File: src/adcc_pkg.sv
// Constants and types shared by the converter control block
package adcc_pkg;
  localparam int unsigned RES_BITS         = 8;
  localparam int unsigned SYS_PERIOD_NS    = 25;
  localparam int unsigned INT_CLK_PERIOD_NS = 1000;
  localparam int unsigned INT_DIV_CYC      = (INT_CLK_PERIOD_NS + SYS_PERIOD_NS - 1) / SYS_PERIOD_NS;
  localparam int unsigned SETTLE_TICKS     = 8;
  localparam int unsigned BIT_TICKS        = 8;
  localparam int unsigned HOST_WAIT_TICKS  = 74;
  localparam logic [7:0]  RESULT_RST       = 8'h00;
  localparam logic [5:0]  SYNC_RST         = 6'h07;
  localparam int unsigned PIN_CS           = 0;
  localparam int unsigned PIN_WR           = 1;
  localparam int unsigned PIN_RD           = 2;
  localparam int unsigned PIN_COMP         = 3;
  localparam int unsigned PIN_EXT          = 4;
  localparam int unsigned PIN_SEL          = 5;

  typedef enum logic [1:0] {
    ADCC_IDLE   = 2'b00,
    ADCC_SETTLE = 2'b01,
    ADCC_BITS   = 2'b10
  } adcc_state_e;
endpackage

File: src/adcc_sar_if.sv
// Signals between the control logic and the approximation engine
`timescale 1ns/10ps
interface adcc_sar_if;
  logic       tick;
  logic       start;
  logic       abort;
  logic       comp;
  logic       busy;
  logic       done;
  logic [7:0] trial;
  logic [7:0] result;

  modport sar (input tick, input start, input abort, input comp,
               output busy, output done, output trial, output result);
  modport ctl (output tick, output start, output abort, output comp,
               input busy, input done, input trial, input result);
endinterface
File: src/adcc_ctl.sv
// Converter control and host bus logic
`timescale 1ns/10ps
module adcc_ctl #(
  parameter int unsigned INT_DIV = adcc_pkg::INT_DIV_CYC
) (
  input  wire logic       sys_clk,
  input  wire logic       resetn,
  input  wire logic       cs_n,
  input  wire logic       wr_n,
  input  wire logic       rd_n,
  input  wire logic       comp_in,
  input  wire logic       conv_clk_in,
  input  wire logic       conv_clk_ext,
  output logic [7:0]      dac_code,
  output logic [7:0]      data_out,
  output logic            data_oe,
  output logic            conversion_done_n
);
  initial begin
    if (INT_DIV < 2 || INT_DIV > 65535) begin
      $error("INT_DIV out of range");
    end
  end

  adcc_sar_if sar_bus ();

  logic [1:0]  rst_q;
  logic        rst_n;
  logic [5:0]  sync1_q;
  logic [5:0]  sync2_q;
  logic        ext_q;
  logic [15:0] div_q;
  logic        div_tick;
  logic        arm_q;
  logic        req_low;
  logic        start_p;
  logic        read_act;
  logic        done_n_q;
  logic [7:0]  dac_q;

  // Reset release through two flip-flops
  always_ff @(posedge sys_clk or negedge resetn) begin
    if (!resetn) begin
      rst_q <= 2'b00;
    end else begin
      rst_q <= {rst_q[0], 1'b1};
    end
  end
  assign rst_n = rst_q[1];

  // Pin synchronisers
  always_ff @(posedge sys_clk or negedge rst_n) begin
    if (!rst_n) begin
      sync1_q <= adcc_pkg::SYNC_RST;
      sync2_q <= adcc_pkg::SYNC_RST;
    end else begin
      sync1_q <= {conv_clk_ext, conv_clk_in, comp_in, rd_n, wr_n, cs_n};
      sync2_q <= sync1_q;
    end
  end

  // Converter clock: outside pin edges or internal divider
  always_ff @(posedge sys_clk or negedge rst_n) begin
    if (!rst_n) begin
      ext_q <= 1'b0;
    end else begin
      ext_q <= sync2_q[adcc_pkg::PIN_EXT];
    end
  end

  always_ff @(posedge sys_clk or negedge rst_n) begin
    if (!rst_n) begin
      div_q <= 16'h0000;
    end else if (div_q == 16'(INT_DIV - 1)) begin
      div_q <= 16'h0000;
    end else begin
      div_q <= div_q + 16'h0001;
    end
  end
  assign div_tick = div_q == 16'(INT_DIV - 1);

  assign sar_bus.tick = sync2_q[adcc_pkg::PIN_SEL] ? (sync2_q[adcc_pkg::PIN_EXT] && !ext_q) : div_tick;

  // Start strobe: both low arms and holds off, release of either starts
  assign req_low = !sync2_q[adcc_pkg::PIN_CS] && !sync2_q[adcc_pkg::PIN_WR];
  always_ff @(posedge sys_clk or negedge rst_n) begin
    if (!rst_n) begin
      arm_q <= 1'b0;
    end else begin
      arm_q <= req_low;
    end
  end
  assign start_p       = arm_q && !req_low;
  assign sar_bus.start = start_p;
  assign sar_bus.abort = req_low;
  assign sar_bus.comp  = sync2_q[adcc_pkg::PIN_COMP];

  adcc_sar u_sar (
    .sys_clk (sys_clk),
    .rst_n   (rst_n),
    .sar     (sar_bus)
  );

  // Done flag; completion wins over a read or start in the same cycle
  assign read_act = !sync2_q[adcc_pkg::PIN_CS] && !sync2_q[adcc_pkg::PIN_RD];
  always_ff @(posedge sys_clk or negedge rst_n) begin
    if (!rst_n) begin
      done_n_q <= 1'b1;
    end else if (sar_bus.done) begin
      done_n_q <= 1'b0;
    end else if (start_p || req_low || read_act) begin
      done_n_q <= 1'b1;
    end
  end
  assign conversion_done_n = done_n_q;

  always_ff @(posedge sys_clk or negedge rst_n) begin
    if (!rst_n) begin
      dac_q <= 8'h00;
    end else begin
      dac_q <= sar_bus.trial;
    end
  end
  assign dac_code = dac_q;

  // Three-state data pins show the latch while enabled
  assign data_out = sar_bus.result;
  assign data_oe  = read_act;
endmodule // adcc_ctl

File: src/adcc_sar.sv
// Successive approximation engine
`timescale 1ns/10ps
module adcc_sar (
  input wire logic sys_clk,
  input wire logic rst_n,
  adcc_sar_if.sar  sar
);
  adcc_pkg::adcc_state_e state_q;
  logic [2:0]            cnt_q;
  logic [2:0]            bit_q;
  logic [7:0]            code_q;
  logic [7:0]            result_q;
  logic                  done_q;
  logic                  last_tick;

  function automatic logic [7:0] adcc_onehot(input logic [2:0] idx);
    adcc_onehot = 8'h01 << idx;
  endfunction

  assign last_tick = sar.tick && (state_q == adcc_pkg::ADCC_SETTLE ?
                     cnt_q == 3'(adcc_pkg::SETTLE_TICKS - 1) : cnt_q == 3'(adcc_pkg::BIT_TICKS - 1));

  // Sequencing; abort and start override a running conversion
  always_ff @(posedge sys_clk or negedge rst_n) begin
    if (!rst_n) begin
      state_q <= adcc_pkg::ADCC_IDLE;
    end else if (sar.abort) begin
      state_q <= adcc_pkg::ADCC_IDLE;
    end else if (sar.start) begin
      state_q <= adcc_pkg::ADCC_SETTLE;
    end else if (last_tick) begin
      case (state_q)
        adcc_pkg::ADCC_SETTLE: state_q <= adcc_pkg::ADCC_BITS;
        adcc_pkg::ADCC_BITS: begin
          if (bit_q == 3'h0) begin
            state_q <= adcc_pkg::ADCC_IDLE;
          end
        end
        default: state_q <= adcc_pkg::ADCC_IDLE;
      endcase
    end
  end

  always_ff @(posedge sys_clk or negedge rst_n) begin
    if (!rst_n) begin
      cnt_q <= 3'h0;
    end else if (sar.abort || sar.start || last_tick) begin
      cnt_q <= 3'h0;
    end else if (sar.tick) begin
      cnt_q <= cnt_q + 3'h1;
    end
  end

  // Bits resolved from the top down give a straight binary code
  always_ff @(posedge sys_clk or negedge rst_n) begin
    if (!rst_n) begin
      bit_q  <= 3'h7;
      code_q <= 8'h00;
    end else if (sar.abort || sar.start) begin
      bit_q  <= 3'h7;
      code_q <= 8'h00;
    end else if (last_tick && state_q == adcc_pkg::ADCC_BITS) begin
      if (sar.comp) begin
        code_q <= code_q | adcc_onehot(bit_q);
      end
      bit_q <= bit_q - 3'h1;
    end
  end

  // Result only updates on a finished conversion
  always_ff @(posedge sys_clk or negedge rst_n) begin
    if (!rst_n) begin
      result_q <= adcc_pkg::RESULT_RST;
      done_q   <= 1'b0;
    end else begin
      done_q <= 1'b0;
      if (!sar.abort && !sar.start && last_tick && state_q == adcc_pkg::ADCC_BITS && bit_q == 3'h0) begin
        result_q <= sar.comp ? (code_q | 8'h01) : code_q;
        done_q   <= 1'b1;
      end
    end
  end

  assign sar.busy   = state_q != adcc_pkg::ADCC_IDLE;
  assign sar.done   = done_q;
  assign sar.result = result_q;
  assign sar.trial  = state_q == adcc_pkg::ADCC_BITS ? (code_q | adcc_onehot(bit_q)) : code_q;
endmodule // adcc_sar

File: config.mk
export PLATFORM = sky130hd
export DESIGN_NAME = adcc_ctl
export DESIGN_NICKNAME = d
export VERILOG_FILES = /design/src/adcc_pkg.sv /design/src/adcc_sar_if.sv /design/src/adcc_ctl.sv /design/src/adcc_sar.sv
export SDC_FILE = /design/constraint.sdc
export NUM_CORES = 1
export LEC_CHECK = 0
export BUFFER_PORTS_ARGS = -buffer_cell sky130_fd_sc_hd__buf_2
export CAP_MARGIN = 20
export CELL_PAD_IN_SITES_DETAIL_PLACEMENT = 2
export CELL_PAD_IN_SITES_GLOBAL_PLACEMENT = 2
export CORE_MARGIN = 3
export CORE_UTILIZATION = 35
export CTS_BUF_LIST = sky130_fd_sc_hd__clkbuf_4
export DETAILED_ROUTE_END_ITERATION = 6
export HOLD_SLACK_MARGIN = 0.08
export PLACE_DENSITY = 0.79
export SLEW_MARGIN = 20
export SYNTH_ARGS = -nofsm -noshare
export SYNTH_HDL_FRONTEND = slang
export SYNTH_SLANG_ARGS = --single-unit
File: constraint.sdc
create_clock -name sys_clk -period 2.33 [get_ports sys_clk]
set_input_delay 0 -clock sys_clk [delete_from_list [all_inputs] [get_ports sys_clk]]
set_output_delay 0 -clock sys_clk [all_outputs]
set_load 0.005 [all_outputs]
==> flow_summary_export.csv <==
group,metric,value,unit
outcome,status,"completed",
critical_path,slowest_delay,400,ps
timing,max_slew_margin,45.4,%
routing,wl_per_cell,15.0,um
critical_path,r2r-end,"u_sar.sar.result[2]",
critical_path,crit_chain,"ha_1, and4bb_2, and4_4, o21ai_4, nor2_8, mux2_4",
cts,clkLatencyLatePin,400,ps
cts,cts_sinks,66,
yosys,yosys-top-cells-area,"dfrtp_1 52%, dfstp_2 9.7%, mux2_4 3.9%",
cts,ctsHoldBuffers,8,
critical_path,slowest_stage,"dfrtp_1",
cells_and_area,syn_to_final_growth,16.6,%
timing,tightest_slew,818,ps
timing,hold_violations,0,
grt,grt_pass1_vias,1889,
placed_design,gp_congestion,0.732,
floorplanning,die_y,94.0,um
yosys,async_flop_share,100,%
timing,fin_skew,12.2,ps
yosys,syn-num-nets,224,
routing,route.detailed.drc,0,
timing,holdWs,238,ps
grt,grt_start_max_net_pins,65,
critical_path,reg2reg_from,"div_q[0]",
critical_path,crit_arrival,2190,ps
cells_and_area,seq_area,0.00167,mm2
timing,setup_ws,428,ps
routing,drtPass1Iterations,4,
routing,via_per_inst,4.82,
grt,grt_pass1_wl,9360,um
timing,slew_viol_final,0,
cts,clockRootBuffer,"clkbuf_4",
yosys,netlist.area_leader.share,51.7,%
run,drv_cap,0,
grt,grtUsageTotal,13.7,%
yosys,yosys.area.top_type,"dfrtp_1",
cells_and_area,fin_util,42.9,%
yosys,yosysWarnings,0,
cells_and_area,nFillCells,776,
routing,ant_nets,0,
cts,cts_buffers,9,
cts,clkTransAtPathRegs,100,ps
worst_hold_path,min_path_cells,2,
grt,gr-total-overflow,0,
yosys,synth_flop_cell,"dfrtp_1",
yosys,syn-cell-area,0.00271,mm2
cts,post_cts_buffers,0,
cells_and_area,multiInputGateArea,988,um2
cells_and_area,layout_commonest_cell,"dfrtp_1",
yosys,netlist_instances,208,
routing,wl,5330,um
placed_design,place_worst_setup_slack,425,ps
critical_path,r2r_setup_slack,430,ps
floorplanning,start_util,36.8,%
timing,fmax,526,MHz
worst_hold_path,min_to,"sync1_q[1]",
cells_and_area,final_area,0.00316,mm2
power,p_per_area,619,mW/mm2
critical_path,cp-start-kind,"flip-flop",
yosys,synth_area_per_cell,13.0,um2
timing,post-route-min-period,1900,ps
power,irDropWorstVdd,0.368,mV
worst_hold_path,min_path_type,"in -> reg",
cts,htreeDepth,3,
cells_and_area,antenna_cells,0,
floorplanning,coreArea,0.00737,mm2
grt,antenna_found_initial,0,
yosys,ys_ff_latch,66,
cts,cts_tree,"yes",
critical_path,worstPathRequired,2620,ps
placed_design,dpl.hpwl,3670,um
timing,fin_setup_tns,0,ps
cells_and_area,final_cell_mix,"55 x dfrtp_1, 25 x buf_2, 21 x nor2_1",
critical_path,crit_path_end_kind,"flip-flop",
cells_and_area,final_nets,267,
routing,drt_iter0_markers,44,
critical_path,criticalPathCategory,"reg -> reg",
placed_design,dp.cells,331,
yosys,yosysSeqAreaShare,61.4,%
yosys,synth_edf_count,0,
critical_path,worstPathMaxFanout,9,
yosys,synth_cell_type_count,44,
cts,clk_path_buf_depth,2,
cells_and_area,drive_above_1_share,29.3,%
power,p_total,1.96,mW
routing,num_vias,1710,
cts,cts_resized,0,
floorplanning,row_count,31,
power,p_leak,1.64,nW
placed_design,port-buffer-count,25,
critical_path,ff2ff_path_depth,6,
floorplanning,die_width,94.0,um
cells_and_area,stdcell_count,355,
placed_design,placed_cell_area,0.00295,mm2
timing,post-route-period-util,81.7,%
timing,rsz0062_at_grt,"no",
floorplanning,die_area,0.00883,mm2
floorplanning,io_pins,26,
worst_hold_path,hp-start,"wr_n",
timing,setup_viol,0,
power by group:
| group | total (mW) | switching [mW] | internal (mW) |
|---|---|---|---|
| logic | 0.0643 | 0.0414 | 0.0229 |
| clock network | 0.715 | 0.400 | 0.314 |
| registers | 1.18 | 0.0107 | 1.17 |
| total | 1.96 | 0.452 | 1.50 |
cells in the mapped netlist, drive strengths merged (2+ instances only):
| cell type | n |
|---|---|
| dfrtp | 56 |
| and2 | 2 |
| and3 | 3 |
| nor4 | 2 |
| o211a | 2 |
| buf | 3 |
| nor2 | 22 |
| ha | 8 |
| a41oi | 4 |
| nand4 | 3 |
| mux2 | 7 |
| and4 | 4 |
| xnor2 | 6 |
| o21ai | 8 |
| nand3 | 7 |
| inv | 7 |
| a21oi | 8 |
| nor2b | 2 |
| xor2 | 8 |
| dfstp | 10 |
| a21o | 9 |
| nand3b | 2 |
| nand2 | 14 |
kinds of logic after synthesis:
family | share of synthesized area (%)
AO/OA/AOI/OAI | 9.28
XOR/XNOR | 4.53
adder cells (fa/ha/maj) | 3.70
buffers and inverters | 2.08
flip-flops | 61.4
multiplexers | 4.25
other | 0.138
AND/OR/NAND/NOR | 14.6
area by class of cell:
class	count	share of cell area [%]
clock buffers	9	2.14
clock inverters	7	1.90
inverters	7	0.832
multi-input cells	131	31.3
flip-flops and latches	66	52.7
well taps	99	3.92
repair buffers	36	7.21
worst max-delay path: cells and delay by family (launching register included):
family	cells	cell delay [ps]
compound gates	1	90
fa+ha+maj	1	230
flops	1	400
mux	1	320
simple gates	3	750
sequential cells by signal, indices dropped and copies added, names as in the netlist, 3 cells and up:
| register | flops |
|---|---|
| sync2_q | 6 |
| sync1_q | 6 |
| div_q | 16 |
| dac_code | 8 |
| u_sar.sar.result | 8 |
| u_sar.cnt_q | 3 |
| u_sar.bit_q | 3 |
| u_sar.code_q | 8 |
per-layer routing:
layer / wire (um) / GRT usage, % / vias up
met1: 2280 / 16.4 / 867
met3: 211 / 4.57 / 7
met2: 2790 / 23.5 / 30
li1: - / - / 806
met4: 50 / 3.61 / 0
met5: 0 / 0 / -
worst max-delay path by stage:
stage,cells past startpoint,from,slack [ps],to
global route,6,div_q[0],310,u_sar.sar.result[7]
finish,6,div_q[0],430,u_sar.sar.result[2]
global placement,6,div_q[0],480,u_sar.sar.result[6]
floorplan,0,rst_q[1],370,arm_q
CTS,6,div_q[0],410,u_sar.sar.result[2]
detailed placement,6,div_q[0],430,u_sar.sar.result[4]
Power figures use the tool's default switching activity.
